[config.mk]
export PLATFORM = sky130hd
export DESIGN_NAME = rsc_reset_controller
export DESIGN_NICKNAME = d
export VERILOG_FILES = /design/src/rtl/rsc_pkg.sv /design/src/rtl/rsc_reset_controller.sv /design/src/rtl/rsc_rst_sync.sv
export VERILOG_INCLUDE_DIRS = /design/src /design/src/rtl
export SDC_FILE = /design/constraint.sdc
export NUM_CORES = 1
export LEC_CHECK = 0
export BUFFER_PORTS_ARGS = -buffer_cell sky130_fd_sc_hd__buf_2
export CAP_MARGIN = 0
export CORE_MARGIN = 1.5
export CORE_UTILIZATION = 30
export CTS_CLUSTER_SIZE = 10
export DETAILED_ROUTE_END_ITERATION = 6
export GPL_TIMING_DRIVEN = 0
export SYNTH_ARGS = -nofsm -noshare
export SYNTH_HDL_FRONTEND = slang
export SYNTH_SLANG_ARGS = --single-unit
[constraint.sdc]
create_clock -name ref_clk_i -period 2 [get_ports ref_clk_i]
set_clock_uncertainty 0.2 [all_clocks]
set_input_delay 0.4 -clock ref_clk_i [delete_from_list [all_inputs] [get_ports ref_clk_i]]
set_output_delay 0.4 -clock ref_clk_i [all_outputs]
set_load 0.05 [all_outputs]
[src/rtl/rsc_defs.svh]
// offsets, field positions, reset values and timing counts of the reset source controller
`ifndef RSC_DEFS_SVH
`define RSC_DEFS_SVH

`define RSC_CLK_MHZ          10
`define RSC_SW_HOLD_NS       1000
`define RSC_SW_HOLD_CYC      ((`RSC_SW_HOLD_NS * `RSC_CLK_MHZ + 999) / 1000)
`define RSC_HOLD_W           8

`define RSC_NUM_PERIPH       8
`define RSC_NUM_CAUSE        5
`define RSC_NUM_IRQ          2
`define RSC_NUM_PIN          3

`define RSC_OFF_CAUSE        8'h00
`define RSC_OFF_CORE_CTRL    8'h04
`define RSC_OFF_SOFT_RST     8'h08
`define RSC_OFF_SUPPLY       8'h0c
`define RSC_OFF_IRQ_STAT     8'h10
`define RSC_OFF_IRQ_MASK     8'h14
`define RSC_OFF_IDENT0       8'h18
`define RSC_OFF_IDENT1       8'h1c
`define RSC_OFF_PIN_STAT     8'h20
`define RSC_OFF_UNMAPPED     8'hff

`define RSC_CAUSE_EXT        0
`define RSC_CAUSE_POR        1
`define RSC_CAUSE_DROOP      2
`define RSC_CAUSE_SW         3
`define RSC_CAUSE_WDOG       4
`define RSC_CAUSE_RST        5'h02
`define RSC_CAUSE_EXT_ONLY   5'h01

`define RSC_CORE_SYSREQ      2
`define RSC_SUP_DROOP_EN     1
`define RSC_SUP_RST          1'h0
`define RSC_SOFT_RST         8'h00

`define RSC_IRQ_DROOP        0
`define RSC_IRQ_TMODE        1
`define RSC_IRQ_RST          2'h0

`define RSC_PIN_DROOP        0
`define RSC_PIN_TM0          1
`define RSC_PIN_TM1          2

`endif

[src/rtl/rsc_pkg.sv]
// types shared by the reset source controller
package rsc_pkg;
    typedef logic [4:0] rsc_cause_type;
    typedef logic [7:0] rsc_periph_type;
    typedef logic [1:0] rsc_irq_type;
    typedef enum logic [1:0] {RSC_PH_IDLE, RSC_PH_WRITE, RSC_PH_READ_WAIT, RSC_PH_READ_DONE}
        rsc_phase_type;
endpackage

[src/rtl/rsc_reset_controller.sv]
// reset source controller: reset domains, cause flags and ahb-lite register file
//
// The address map and the AHB-Lite register port were chosen for this implementation.
`timescale 1ns/1ps
`include "rsc_defs.svh"
module rsc_reset_controller
#(
    parameter logic [31:0] IDENT0 = 32'h0001_0000,  // arbitrary value
    parameter logic [31:0] IDENT1 = 32'h0000_0001   // arbitrary value
)
(
    input  wire logic        ref_clk_i,
    input  wire logic        rst_i,
    input  wire logic        clk_en_i,
    input  wire logic        ext_rst_n_i,
    input  wire logic        droop_det_i,
    input  wire logic        wdog_rst_req_i,
    input  wire logic        test_mode_sel0_i,
    input  wire logic        test_mode_sel1_i,
    input  wire logic        hsel_i,
    input  wire logic [31:0] haddr_i,
    input  wire logic [1:0]  htrans_i,
    input  wire logic        hwrite_i,
    input  wire logic [2:0]  hsize_i,
    input  wire logic [31:0] hwdata_i,
    input  wire logic        hready_i,
    output logic      [31:0] hrdata_o,
    output logic             hreadyout_o,
    output logic             hresp_o,
    output logic             core_rst_o,
    output logic             tap_rst_o,
    output logic             tap_pin_cfg_rst_o,
    output logic      [7:0]  periph_rst_o,
    output logic             irq_o
);
    // address decode shared by read and write paths
    function automatic logic reg_hit(input logic [7:0] addr, input logic [7:0] off);
        reg_hit = (addr == off);
    endfunction

    // ---------------------------------------------------------------- pin reset path
    logic ext_arst;
    logic ext_hold;

    assign ext_arst = rst_i | ~ext_rst_n_i;

    rsc_rst_sync u_ext_sync
    (
        .clk_i  (ref_clk_i),
        .ce_i   (clk_en_i),
        .arst_i (ext_arst),
        .rst_o  (ext_hold)
    );

    // ---------------------------------------------------------------- pin filters
    logic [2:0] pin_raw;
    logic [2:0] pin_s1_r;
    logic [2:0] pin_s2_r;
    logic [2:0] pin_s3_r;
    logic [2:0] pin_flt_r;

    assign pin_raw = {test_mode_sel1_i, test_mode_sel0_i, droop_det_i};

    genvar g;
    generate
        for (g = 0; g < `RSC_NUM_PIN; g++)
        begin : g_pin
            always_ff @(posedge ref_clk_i or posedge rst_i)
            begin
                if (rst_i)
                begin
                    pin_s1_r[g]  <= 1'b0;
                    pin_s2_r[g]  <= 1'b0;
                    pin_s3_r[g]  <= 1'b0;
                    pin_flt_r[g] <= 1'b0;
                end
                else if (clk_en_i)
                begin
                    pin_s1_r[g] <= pin_raw[g];
                    pin_s2_r[g] <= pin_s1_r[g];
                    pin_s3_r[g] <= pin_s2_r[g];
                    if (pin_s2_r[g] == pin_s3_r[g])
                    begin
                        pin_flt_r[g] <= pin_s3_r[g];
                    end
                end
            end
        end
    endgenerate

    // ---------------------------------------------------------------- bus slave
    rsc_pkg::rsc_phase_type phase_r;
    rsc_pkg::rsc_phase_type phase_nxt;
    rsc_pkg::rsc_phase_type phase_base;
    logic [7:0]             addr_r;
    logic [7:0]             addr_nxt;
    logic                   addr_take;
    logic                   wr_en;
    logic [31:0]            rd_data;

    assign addr_take  = hsel_i & htrans_i[1] & hready_i;
    assign addr_nxt   = (haddr_i[31:8] == 24'h0) ? {haddr_i[7:2], 2'b00} : `RSC_OFF_UNMAPPED;
    assign phase_base = !addr_take ? rsc_pkg::RSC_PH_IDLE :
                        hwrite_i   ? rsc_pkg::RSC_PH_WRITE : rsc_pkg::RSC_PH_READ_WAIT;
    assign wr_en      = (phase_r == rsc_pkg::RSC_PH_WRITE);

    always_comb
    begin
        unique case (phase_r)
            rsc_pkg::RSC_PH_IDLE:      phase_nxt = phase_base;
            rsc_pkg::RSC_PH_WRITE:     phase_nxt = phase_base;
            rsc_pkg::RSC_PH_READ_WAIT: phase_nxt = rsc_pkg::RSC_PH_READ_DONE;
            rsc_pkg::RSC_PH_READ_DONE: phase_nxt = phase_base;
        endcase
    end

    always_ff @(posedge ref_clk_i or posedge rst_i)
    begin
        if (rst_i)
        begin
            phase_r     <= rsc_pkg::RSC_PH_IDLE;
            addr_r      <= 8'h00;
            hreadyout_o <= 1'b1;
            hresp_o     <= 1'b0;
            hrdata_o    <= 32'h0000_0000;
        end
        else if (clk_en_i)
        begin
            phase_r     <= phase_nxt;
            hreadyout_o <= (phase_nxt != rsc_pkg::RSC_PH_READ_WAIT);
            hresp_o     <= 1'b0;
            if (addr_take)
            begin
                addr_r <= addr_nxt;
            end
            if (phase_r == rsc_pkg::RSC_PH_READ_WAIT)
            begin
                hrdata_o <= rd_data;
            end
        end
    end

    // ---------------------------------------------------------------- write strobes
    logic wr_cause;
    logic wr_core;
    logic wr_soft;
    logic wr_supply;
    logic wr_irq_stat;
    logic wr_irq_mask;

    assign wr_cause    = wr_en & reg_hit(addr_r, `RSC_OFF_CAUSE);
    assign wr_core     = wr_en & reg_hit(addr_r, `RSC_OFF_CORE_CTRL);
    assign wr_soft     = wr_en & reg_hit(addr_r, `RSC_OFF_SOFT_RST);
    assign wr_supply   = wr_en & reg_hit(addr_r, `RSC_OFF_SUPPLY);
    assign wr_irq_stat = wr_en & reg_hit(addr_r, `RSC_OFF_IRQ_STAT);
    assign wr_irq_mask = wr_en & reg_hit(addr_r, `RSC_OFF_IRQ_MASK);

    // ---------------------------------------------------------------- reset sources
    logic                  droop_en_r;
    logic                  droop_rst;
    logic                  droop_rst_q_r;
    logic                  droop_flt_q_r;
    logic                  sys_req;
    logic                  tmode_bad;
    logic                  tmode_bad_q_r;
    logic [`RSC_HOLD_W-1:0] hold_cnt_r;
    logic                  hold_busy;
    logic                  core_level;
    logic                  ext_seen_r;
    logic                  ext_evt;

    assign droop_rst  = pin_flt_r[`RSC_PIN_DROOP] & droop_en_r;
    assign sys_req    = wr_core & hwdata_i[`RSC_CORE_SYSREQ];
    assign tmode_bad  = pin_flt_r[`RSC_PIN_TM0] | pin_flt_r[`RSC_PIN_TM1];
    assign hold_busy  = (hold_cnt_r != '0);
    assign core_level = ext_hold | droop_rst | hold_busy;
    assign ext_evt    = ext_hold & ~ext_seen_r;

    always_ff @(posedge ref_clk_i or posedge rst_i)
    begin
        if (rst_i)
        begin
            droop_en_r    <= `RSC_SUP_RST;
            droop_rst_q_r <= 1'b0;
            droop_flt_q_r <= 1'b0;
            tmode_bad_q_r <= 1'b0;
            ext_seen_r    <= 1'b1;
            hold_cnt_r    <= '0;
        end
        else if (clk_en_i)
        begin
            if (wr_supply)
            begin
                droop_en_r <= hwdata_i[`RSC_SUP_DROOP_EN];
            end
            droop_rst_q_r <= droop_rst;
            droop_flt_q_r <= pin_flt_r[`RSC_PIN_DROOP];
            tmode_bad_q_r <= tmode_bad;
            ext_seen_r    <= ext_hold;
            if (sys_req | wdog_rst_req_i)
            begin
                hold_cnt_r <= `RSC_HOLD_W'(`RSC_SW_HOLD_CYC);
            end
            else if (hold_busy)
            begin
                hold_cnt_r <= hold_cnt_r - `RSC_HOLD_W'(1);
            end
        end
    end

    // ---------------------------------------------------------------- cause flags
    rsc_pkg::rsc_cause_type cause_r;
    rsc_pkg::rsc_cause_type cause_set;
    rsc_pkg::rsc_cause_type cause_clr;
    rsc_pkg::rsc_cause_type cause_nxt;

    // power-on flag only comes from the reset value, never set later
    assign cause_set[`RSC_CAUSE_EXT]   = 1'b0;
    assign cause_set[`RSC_CAUSE_POR]   = 1'b0;
    assign cause_set[`RSC_CAUSE_DROOP] = droop_rst & ~droop_rst_q_r;
    assign cause_set[`RSC_CAUSE_SW]    = sys_req;
    assign cause_set[`RSC_CAUSE_WDOG]  = wdog_rst_req_i;
    assign cause_clr = wr_cause ? hwdata_i[`RSC_NUM_CAUSE-1:0] : '0;
    // pin reset wipes the rest, otherwise set beats clear
    assign cause_nxt = ext_evt ? `RSC_CAUSE_EXT_ONLY : ((cause_r & ~cause_clr) | cause_set);

    always_ff @(posedge ref_clk_i or posedge rst_i)
    begin
        if (rst_i)
        begin
            cause_r <= `RSC_CAUSE_RST;
        end
        else if (clk_en_i)
        begin
            cause_r <= cause_nxt;
        end
    end

    // ---------------------------------------------------------------- soft resets
    rsc_pkg::rsc_periph_type soft_r;

    always_ff @(posedge ref_clk_i or posedge rst_i)
    begin
        if (rst_i)
        begin
            soft_r <= `RSC_SOFT_RST;
        end
        else if (clk_en_i)
        begin
            if (core_rst_o)
            begin
                soft_r <= `RSC_SOFT_RST;
            end
            else if (wr_soft)
            begin
                soft_r <= hwdata_i[`RSC_NUM_PERIPH-1:0];
            end
        end
    end

    // ---------------------------------------------------------------- interrupts
    rsc_pkg::rsc_irq_type irq_stat_r;
    rsc_pkg::rsc_irq_type irq_mask_r;
    rsc_pkg::rsc_irq_type irq_set;
    rsc_pkg::rsc_irq_type irq_clr;

    // droop with reset disabled interrupts instead
    assign irq_set[`RSC_IRQ_DROOP] = pin_flt_r[`RSC_PIN_DROOP] & ~droop_flt_q_r & ~droop_en_r;
    assign irq_set[`RSC_IRQ_TMODE] = tmode_bad & ~tmode_bad_q_r;
    assign irq_clr = wr_irq_stat ? hwdata_i[`RSC_NUM_IRQ-1:0] : '0;

    always_ff @(posedge ref_clk_i or posedge rst_i)
    begin
        if (rst_i)
        begin
            irq_stat_r <= `RSC_IRQ_RST;
            irq_mask_r <= `RSC_IRQ_RST;
            irq_o      <= 1'b0;
        end
        else if (clk_en_i)
        begin
            irq_stat_r <= (irq_stat_r & ~irq_clr) | irq_set;
            if (wr_irq_mask)
            begin
                irq_mask_r <= hwdata_i[`RSC_NUM_IRQ-1:0];
            end
            irq_o <= |(irq_stat_r & irq_mask_r);
        end
    end

    // ---------------------------------------------------------------- reset domain outputs
    // core and peripherals assert at once on the pin or power-on
    always_ff @(posedge ref_clk_i or posedge ext_arst)
    begin
        if (ext_arst)
        begin
            core_rst_o        <= 1'b1;
            periph_rst_o      <= 8'hff;
            tap_pin_cfg_rst_o <= 1'b1;
        end
        else if (clk_en_i)
        begin
            core_rst_o        <= core_level;
            periph_rst_o      <= {`RSC_NUM_PERIPH{core_level}} | soft_r;
            tap_pin_cfg_rst_o <= ext_hold;
        end
    end

    // test port logic only sees power-on
    always_ff @(posedge ref_clk_i or posedge rst_i)
    begin
        if (rst_i)
        begin
            tap_rst_o <= 1'b1;
        end
        else if (clk_en_i)
        begin
            tap_rst_o <= 1'b0;
        end
    end

    // ---------------------------------------------------------------- read mux
    logic [31:0] pin_word;
    logic [31:0] supply_word;

    assign pin_word    = {29'h0, tmode_bad, pin_flt_r[`RSC_PIN_TM1:`RSC_PIN_TM0]} |
                         {31'h0, 1'b0} | ({31'h0, pin_flt_r[`RSC_PIN_DROOP]} << 3);
    assign supply_word = {31'h0, droop_en_r} << `RSC_SUP_DROOP_EN;

    // identification words are read-only
    assign rd_data = reg_hit(addr_r, `RSC_OFF_CAUSE)     ? {27'h0, cause_r}    :
                     reg_hit(addr_r, `RSC_OFF_SOFT_RST)  ? {24'h0, soft_r}     :
                     reg_hit(addr_r, `RSC_OFF_SUPPLY)    ? supply_word         :
                     reg_hit(addr_r, `RSC_OFF_IRQ_STAT)  ? {30'h0, irq_stat_r} :
                     reg_hit(addr_r, `RSC_OFF_IRQ_MASK)  ? {30'h0, irq_mask_r} :
                     reg_hit(addr_r, `RSC_OFF_IDENT0)    ? IDENT0              :
                     reg_hit(addr_r, `RSC_OFF_IDENT1)    ? IDENT1              :
                     reg_hit(addr_r, `RSC_OFF_PIN_STAT)  ? pin_word            :
                     32'h0000_0000;

    // hsize is unused: every transfer is served as a whole word
    logic unused_size;
    assign unused_size = ^hsize_i;
endmodule

[src/rtl/rsc_rst_sync.sv]
// reset synchroniser: asserts at once, releases after two clock edges
`timescale 1ns/1ps
module rsc_rst_sync
(
    input  wire logic clk_i,
    input  wire logic ce_i,
    input  wire logic arst_i,
    output logic      rst_o
);
    logic meta_r;

    always_ff @(posedge clk_i or posedge arst_i)
    begin
        if (arst_i)
        begin
            meta_r <= 1'b1;
            rst_o  <= 1'b1;
        end
        else if (ce_i)
        begin
            meta_r <= 1'b0;
            rst_o  <= meta_r;
        end
    end
endmodule

==> flow_summary.yaml, run 1 <==
layout:
  nets: 533
  design_area_sq_um: 4860
  n_antenna_cell: 0
  area_growth_pct: 33.0
  fillers: 1139
  drive_gt1_share_pct: 40.7
pwr:
  comb_power_share_pct: 21.9
  irDropWorstVdd_mv: 0.401
  p_switching_w: 0.00141
  internal_power_w: 0.00325
  clkPwrFrac_pct: 36.8
  p_sw_share_pct: 30.3
  power_density_nw_per_um2: 961
  p_total_w: 0.00467
  p_seq_share_pct: 41.3
  leakagePower_nw: 2.17
synthesis:
  synth_top_family_by_area: "simple AND/OR/NAND/NOR gates"
  synth_top_area_cell: "dfrtp_1"
  synthMuxAreaShare_pct: 4.56
  synth-compound-area-share_pct: 16.1
  avgSynthCellArea_sq_um: 11.0
  synthTopCellsByCount: "dfrtp_1, nand2_1, buf_4, nor2_1, dfstp_2"
  synth-seq-cells: 75
  synth_top_area_share_pct: 40.4
  synthAdderAreaFrac_pct: 0.343
  yosys.area_share.simple_pct: 18.2
  ys_warn_count: 0
  synthCells: 332
  synth.most_common_cell: "dfrtp_1"
  synth_edf_count: 0
  yosys-top-cells-area: "dfrtp_1, dfstp_2, buf_4, mux2_2, nand2_1"
  synth_ff_type: "dfrtp_1"
  ys_types: 66
  async_flop_share_pct: 100
  syn-cell-area_sq_um: 3650
  synth_xor_area_share_pct: 0.959
  ys_seq_area_share_pct: 51.9
worst_setup_path:
  cp_slowest_cell: "or4_4"
  worst-path-max-fanout: 5
  max_stage_delay_ns: 0.59
  required_ns: 2.01
  end_kind: "flop"
  crit_arrival_ns: 1.96
  cp_num_buf_inv: 1
  crit_family: "simple AND/OR/NAND/NOR gates"
  crit_type: "reg -> reg"
  start_kind: "flop"
  cp.depth: 6
  reg2reg_depth: 6
  crit_chain: "or4_4, nor3_4, buf_12, a21boi_2, a21oi_1, o21ai_0"
floorplan:
  initial_core_util_pct: 30.5
  die_area_sq_um: 12800
  die_w_um: 113
  io_pins: 126
  core-area_sq_um: 12000
  chipHeight_um: 113
  num_rows: 40
grt:
  globalRouteTotalUtil_pct: 14.5
  grt_pass1_wl_um: 14500
  overflow: 0
  grt_max_degree: 64
  antenna_found_initial: 0
  grt_pass1_vias: 2862
timing:
  maxSlewViolCount: 0
  rsz0062_at_grt: "yes"
  hold_viol: 0
  min_period_over_period_pct: 97.9
  worstMarginPinSlew_ns: 1.01
  finalCriticalPeriod_ns: 1.96
  max_freq_mhz: 511
  setup_viol: 0
  layout_setup_ws_ns: 0.0418
  relSlewSlack_pct: 32.4
cts:
  cts.sinks: 75
  clock_path_buffers: 2
  cts.htree.levels: 3
  cts_tree: "yes"
  cts_root_buf: "clkbuf_16"
  clk_pin_slew_ns: 0.05
  clk_latency_ns: 0.33
  cts_inserted_buffers: 9
place:
  place_ws_ns: -0.221
  placed_area_sq_um: 4280
  io_buffers: 70
  place_congestion: 0.902
  dp_hpwl_um: 6470
drt:
  drc: 0
  met3_length_um: 431
  drt_pass1_iterations: 4
  drtAntennaViolNets: 0
  wl_per_cell_um: 15.1
  wl_met2_um: 4490
  top_layer: "met4"
  vias_per_cell: 4.86
  dr.first_iter.drc_count: 136
  vias: 2934
  wl_met1_um: 4100
  wl_um: 9120
outcome:
  status: "finished, final reports clean"
job:
  cap_violations: 0
hold_path:
  min_path_cells: 2
  hp-class: "in -> reg"
## layer usage
metal	global-route usage [%]	vias up
met5	0	-
met4	5.58	0
met3	3.91	8
met2	24.4	68
met1	17.7	1445
li1	-	1413
## sequential cells by signal, summed over array words and instances (netlist names), 2 cells and up
| name | cells |
|---|---|
| pin_flt_r | 3 |
| pin_s1_r | 3 |
| irq_mask_r | 2 |
| hold_cnt_r | 8 |
| periph_rst_o | 8 |
| pin_s3_r | 3 |
| phase_r | 2 |
| irq_stat_r | 2 |
| cause_r | 5 |
| hrdata_o | 9 |
| pin_s2_r | 3 |
| addr_r | 7 |
| soft_r | 8 |
## power by group through the flow
| stage | Sequential (W) | Clock [W] | Combinational (W) |
|---|---|---|---|
| floorplan | 0.00205 | 0 | 0.000582 |
| global placement | 0.00193 | 0 | 0.000906 |
| detailed placement | 0.00194 | 0 | 0.000923 |
| CTS | 0.00193 | 0.00176 | 0.000964 |
| global route | 0.00195 | 0.00182 | 0.00112 |
| finish | 0.00193 | 0.00172 | 0.00102 |
## cells in the final DEF, fill, tap and decap left out, types with 6 or more instances in the layout
cell type,Yosys,routed
buf_2,6,74
dfstp_2,16,16
o21ai_0,13,12
buf_4,24,35
mux2_2,12,12
nor2b_1,6,6
dfrtp_1,59,56
inv_1,11,10
clkbuf_1,4,8
clkbuf_16,0,9
a21oi_1,13,13
o22a_1,12,12
nor4_1,9,8
nand2_1,32,29
nand3_1,10,8
conb_1,1,24
a22o_1,8,8
nand2b_1,7,7
nor2_1,19,18
## worst reg2reg max path, delay by kind of cell (launching register included)
| kind | cells | cell delay [ns] |
|---|---|---|
| flip-flops | 1 | 0.42 |
| AND/OR/NAND/NOR | 2 | 0.76 |
| buffers and inverters | 1 | 0.15 |
| AO/OA/AOI/OAI | 3 | 0.32 |
## final timing paths
path | from | to | slack [ns]
setup / recovery | hold_cnt_r[3] | hold_cnt_r[3] | 0.04
hold / removal | haddr_i[5] | addr_r[5] | 0.08
setup reg to reg | hold_cnt_r[3] | hold_cnt_r[3] | 0.04
hold reg to reg | droop_rst_q_r | cause_r[2] | 0.25
max in group asynchronous | rst_i | core_rst_o | 0.37
min in group asynchronous | rst_i | soft_r[3] | 0.48
## layout make-up
type | instances | area (sq um) | area share, %
clock inverter | 2 | 60.1 | 1.24
inverter | 11 | 45.0 | 0.928
clock buffer | 14 | 254 | 5.23
tap | 147 | 184 | 3.79
multi-input combinational | 233 | 1660 | 34.2
buffer | 37 | 254 | 5.23
sequential | 75 | 1900 | 39.1
timing repair buffer | 85 | 498 | 10.3
## metrics by stage
| stage | setup TNS (ns) | hold WS, ns | util [%] | std cells |
|---|---|---|---|---|
| 5_1_grt | -0.121 | 0.0863 | 40.6 | 604 |
| 3_5_place_dp | -3.84 | 0.247 | 35.8 | 572 |
| 6_report | 0 | 0.0837 | 40.6 | 604 |
| 3_3_place_gp | -3.19 | 0.242 | 35.8 | 572 |
| 4_1_cts | -0.0149 | 0.0751 | 39.4 | 596 |
| 2_1_floorplan | 0 | 0.228 | - | 355 |
## kinds of logic after synthesis
| kind of cell | after synthesis |
|---|---|
| XOR/XNOR | 4 |
| adder cells (fa/ha/maj) | 1 |
| AO/OA/AOI/OAI | 80 |
| other | 1 |
| buffers and inverters | 48 |
| multiplexers | 15 |
| AND/OR/NAND/NOR | 108 |
| flip-flops | 75 |
## repair_timing
| item | CTS | global route |
|---|---|---|
| buffers inserted | 7 | 6 |
| resized for setup | 7 | 20 |
| pin swaps | 10 | 7 |
| cloned | 1 | 0 |
| hold buffers | 0 | 1 |
| setup endpoints to repair | 31 | 29 |
| endpoints found under the hold margin | 0 | 19 |
(Power assumes the default switching activity.)
==> run 2: changes to the inputs <==
- SYNTH_HIERARCHICAL: default -> 1
==> flow_summary.yaml, run 2 <==
cts:
  clk_latency_ns: 0.34
  cts_inserted_buffers: 9
  hold_buffers: 0
  clock_path_buffers: 2
  cts_tree: "yes"
  cts.htree.levels: 3
  cts_root_buf: "clkbuf_16"
  clk_pin_slew_ns: 0.06
  cts.sinks: 75
pwr:
  internal_power_w: 0.00311
  irDropWorstVdd_mv: 0.381
  p_seq_share_pct: 42.1
  power_density_nw_per_um2: 926
  comb_power_share_pct: 20.2
  p_switching_w: 0.00136
  p_sw_share_pct: 30.5
  clkPwrFrac_pct: 37.7
  leakagePower_nw: 2.21
place:
  place_congestion: 0.872
  io_buffers: 71
  dp_cells: 575
  dp_hpwl_um: 6640
timing:
  min_period_over_period_pct: 104
  relSlewSlack_pct: 41.4
  setup_viol: 17
  rsz0062_at_grt: "yes"
  max_freq_mhz: 481
  layout_setup_ws_ns: -0.0780
  whs_ns: 0.0266
  hold_viol: 0
  worstMarginPinSlew_ns: 0.878
  finalCriticalPeriod_ns: 2.08
  maxSlewViolCount: 0
grt:
  grt_max_degree: 36
  globalRouteTotalUtil_pct: 14.6
  grt_pass1_vias: 2897
  antenna_found_initial: 0
  overflow: 0
  grt_pass1_wl_um: 14600
drt:
  dr.first_iter.drc_count: 145
  drc: 0
  wl_per_cell_um: 15.0
  drtAntennaViolNets: 0
  wl_um: 9000
  vias: 2932
  drt_pass1_iterations: 4
  vias_per_cell: 4.89
worst_setup_path:
  max_stage_delay_ns: 0.58
  worst-path-max-fanout: 6
  timing.rr.end: "hold_cnt_r[1]"
  cp_num_buf_inv: 0
  reg2reg_depth: 4
  end_kind: "flop"
  required_ns: 2.07
  crit_family: "simple AND/OR/NAND/NOR gates"
  crit_arrival_ns: 2.15
  crit_chain: "or4_4, o41a_1, nor2b_4, a211o_1"
  crit_type: "reg -> reg"
  start_kind: "flop"
  cp_slowest_cell: "or4_4"
  reg2reg_slack_ns: -0.08
  regToRegStartpoint: "addr_r[4]"
floorplan:
  initial_core_util_pct: 31.2
  io_pins: 126
  die_w_um: 113
  chipHeight_um: 113
  die_area_sq_um: 12700
  num_rows: 39
  core-area_sq_um: 11600
synthesis:
  synthCells: 337
  ys_types: 56
  async_flop_share_pct: 100
  ys_warn_count: 6
  synth_ff_type: "dfrtp_1"
  syn-cell-area_sq_um: 3620
  synth.most_common_cell: "dfrtp_1"
  synthTopCellsByCount: "dfrtp_1, buf_4, nand2_1, nor2_1"
  synth_top_area_cell: "dfrtp_1"
  yosys-top-cells-area: "dfrtp_1, dfstp_2, buf_4, mux2_2, o22a_1"
  synth-seq-cells: 75
  synth_edf_count: 0
  ys_seq_area_share_pct: 52.4
  avgSynthCellArea_sq_um: 10.7
  synth_top_area_share_pct: 40.8
layout:
  top_register: "hrdata_o"
  n_antenna_cell: 0
  final_cell_count_no_fill: 600
  multi_input_area_sq_um: 1680
  final_util_pct: 41.5
  fillers: 1132
  largest_reg_flops: 9
  final_cell_mix: "buf_2, dfrtp_1, buf_4, conb_1, nand2_1"
  area_growth_pct: 33.3
  ff_latch_area_sq_um: 1900
  nets: 533
  final_common_cell: "buf_2"
  drive_gt1_share_pct: 42.0
hold_path:
  hp-class: "in -> async"
job:
  cap_violations: 0
outcome:
  status: "complete, but fails checks"
  violations: "negative setup slack"
-- run 2: changes by cell type after synthesis, moves of 4 or more --
cell / previous run / this run
buf_2: 6 / 1
clkbuf_1: 4 / 12
nand2_1: 32 / 24
nand3_1: 10 / 5
nand3b_1: 0 / 5
nor3_1: 1 / 6
or4_1: 0 / 4
-- run 2: routing by layer --
metal / global-route usage [%] / vias up / wire length [um]
met1: 19.9 / 1421 / 4210
met4: 3.63 / 0 / 72
met5: 0 / - / 0
met2: 22.8 / 93 / 4240
met3: 4.50 / 10 / 475
li1: - / 1408 / -
-- run 2: layout make-up --
| cell class | instances | share of cell area, % |
|---|---|---|
| sequential | 75 | 39.4 |
| multi-input combinational | 236 | 34.9 |
| timing repair buffer | 84 | 9.80 |
| clock buffer | 12 | 5.55 |
| buffer | 36 | 4.85 |
| tap | 143 | 3.71 |
| clock inverter | 4 | 0.985 |
| inverter | 10 | 0.856 |
-- run 2: worst max-delay path by stage --
stage	start	endpoint	slack, ns	depth (start not counted)
floorplan	addr_r[4]	hrdata_o[0]	-0.007	5
detailed placement	clk_en_i	pin_s3_r[2]	-0.57	5
CTS	addr_r[7]	hold_cnt_r[1]	-0.08	5
finish	addr_r[4]	hold_cnt_r[1]	-0.08	4
global placement	clk_en_i	pin_s3_r[2]	-0.56	5
global route	addr_r[4]	soft_r[0]	-0.14	6
-- run 2: cell families after synthesis --
group           count (synthesis)  synth area share, %
buf+inv                        49                 7.81
xor+xnor                        3                0.726
other cells                     1                0.104
simple gates                  109                 17.3
compound gates                 80                 15.5
mux                            19                 5.84
flops                          75                 52.4
fa+ha+maj                       1                0.346
-- run 2: stage by stage --
stage	total power, W	TNS [ns]	setup WS [ns]	instance area [sq um]
after floorplan	0.00251	-0.00750	-0.00750	3730
after global placement	0.00271	-18.76	-0.557	4270
after detailed placement	0.00274	-19.36	-0.569	4290
after CTS	0.00448	-0.595	-0.0838	4750
after global routing	0.00469	-2.15	-0.137	4820
final	0.00447	-0.805	-0.0780	4820
-- run 2: power by group through the flow --
stage / Combinational (W) / Sequential (W) / Clock, W
after floorplan: 0.000531 / 0.00198 / 0
after global placement: 0.000829 / 0.00188 / 0
after detailed placement: 0.000851 / 0.00189 / 0
after CTS: 0.000886 / 0.00187 / 0.00173
after global routing: 0.000980 / 0.00190 / 0.00181
final: 0.000902 / 0.00188 / 0.00169
-- run 2: repair_timing --
action	4_1_cts	5_1_grt
cloned	0	0
buffers inserted	9	3
pin swaps	16	9
gates resized for setup	21	21
endpoints found under the setup margin	50	39
-- run 2: worst register-to-register path, cell delays in order (launching register included) --
cell     delay, ns
dfrtp_2       0.39
or4_4         0.58
o41a_1        0.48
nor2b_4       0.23
a211o_1       0.12
==> run 3: changes to the inputs <==
- ABC_CLOCK_PERIOD_IN_PS: default -> 2000
- BUFFER_PORTS_ARGS: -buffer_cell sky130_fd_sc_hd__buf_2 -> -buffer_cell sky130_fd_sc_hd__buf_4
- SYNTH_HIERARCHICAL: 1 -> default
==> flow_summary.yaml, run 3 (same netlist as run 1, synthesis figures left out) <==
outcome:
  status: "complete, but fails checks"
  violations: "negative setup slack"
hold_path:
  hp-class: "in -> reg"
  min_path_cells: 2
timing:
  max_freq_mhz: 480
  worstMarginPinSlew_ns: 0.974
  rsz0062_at_grt: "yes"
  relSlewSlack_pct: 35.0
  finalCriticalPeriod_ns: 2.08
  hold_viol: 0
  maxSlewViolCount: 0
  min_period_over_period_pct: 104
  layout_setup_ws_ns: -0.0823
  setup_viol: 3
job:
  cap_violations: 0
place:
  dp_cells: 572
  io_buffers: 70
  dp_hpwl_um: 6530
  place_congestion: 0.891
  placed_area_sq_um: 4450
layout:
  final_cell_mix: "buf_4, dfrtp_1, nand2_1, conb_1, nor2_1"
  drive_gt1_share_pct: 41.1
  largest_reg_flops: 9
  final_common_cell: "buf_4"
  fillers: 1112
  top_register: "hrdata_o"
  nets: 533
  n_antenna_cell: 0
  final_cell_count_no_fill: 604
  area_growth_pct: 37.8
  design_area_sq_um: 5030
pwr:
  leakagePower_nw: 2.23
  irDropWorstVdd_mv: 0.481
  power_density_nw_per_um2: 913
drt:
  wl_um: 9120
  drc: 0
  drtAntennaViolNets: 0
  vias_per_cell: 4.87
  wl_per_cell_um: 15.1
  vias: 2943
  dr.first_iter.drc_count: 172
  drt_pass1_iterations: 4
cts:
  clock_path_buffers: 2
  cts_tree: "yes"
  cts.sinks: 75
  clk_latency_ns: 0.33
  cts_root_buf: "clkbuf_16"
  clk_pin_slew_ns: 0.06
  cts_inserted_buffers: 9
  cts.htree.levels: 3
worst_setup_path:
  reg2reg_depth: 6
  crit_arrival_ns: 2.10
  start_kind: "flop"
  required_ns: 2.02
  worst-path-max-fanout: 5
  end_kind: "flop"
  crit_type: "reg -> reg"
floorplan:
  core-area_sq_um: 12000
  io_pins: 126
  die_area_sq_um: 12800
  num_rows: 40
  initial_core_util_pct: 30.5
  chipHeight_um: 113
  die_w_um: 113
grt:
  grt_max_degree: 64
  grt_pass1_vias: 2888
  grt_pass1_wl_um: 14800
  globalRouteTotalUtil_pct: 14.6
  overflow: 0
  antenna_found_initial: 0
run 3: cell type report:
type                            count  area (sq um)  share of cell area (%)
Buffer                             37           251                    5.00
Clock buffer                       10           250                    4.97
Clock inverter                      6          45.0                   0.895
Inverter                           11          45.0                   0.895
Multi-Input combinational cell    233          1670                    33.2
Sequential cell                    75          1900                    37.8
Tap cell                          147           184                    3.66
Timing Repair Buffer               85           686                    13.6
run 3: final timing paths:
path                                from  slack [ns]               to
max in group asynchronous          rst_i        0.40  periph_rst_o[1]
min reg2reg                droop_rst_q_r        0.25       cause_r[2]
min                          hwdata_i[1]        0.04       cause_r[1]
max                        hold_cnt_r[4]       -0.08    hold_cnt_r[1]
max reg2reg                hold_cnt_r[4]       -0.08    hold_cnt_r[1]
min in group asynchronous          rst_i        0.50        soft_r[5]
run 3: power breakdown:
group          internal, W  switching (W)
Clock             0.000921       0.000656
Sequential         0.00173       0.000200
Combinational     0.000447       0.000637
run 3: metrics by stage:
stage          utilization (%)  power, W  hold WS, ns  worst slack (ns)  setup TNS [ns]
2_1_floorplan                -   0.00263        0.228            0.0701               0
3_3_place_gp              37.2   0.00289        0.242            -0.214           -3.14
3_5_place_dp              37.2   0.00292        0.245            -0.226           -4.17
4_1_cts                   40.7   0.00456       0.0334           0.00214               0
5_1_grt                   42.1   0.00482       0.0386            -0.132          -0.894
6_report                  42.1   0.00460       0.0402           -0.0823          -0.170
run 3: routing by layer:
| metal | routed length, um | up-vias | GRT usage (%) |
|---|---|---|---|
| met5 | 0 | - | 0 |
| met2 | 4610 | 72 | 25.0 |
| met3 | 361 | 14 | 2.73 |
| met1 | 4010 | 1448 | 18.5 |
| li1 | - | 1409 | - |
| met4 | 140 | 0 | 5.25 |
run 3: what timing repair did:
action	in CTS	in global routing
hold buffers	0	1
hold endpoints to repair	0	22
pin swaps	7	21
endpoints found under the setup margin	31	31
resized for setup	7	20
cloned	1	0
buffers inserted	6	7
run 3: worst max-delay path, cell delays in order (launching register included):
cell and delay [ns]:
dfrtp_1 0.43, or4_4 0.57, buf_6 0.15, o31ai_4 0.24, buf_6 0.14, nor2_2 0.03, a211o_1 0.22
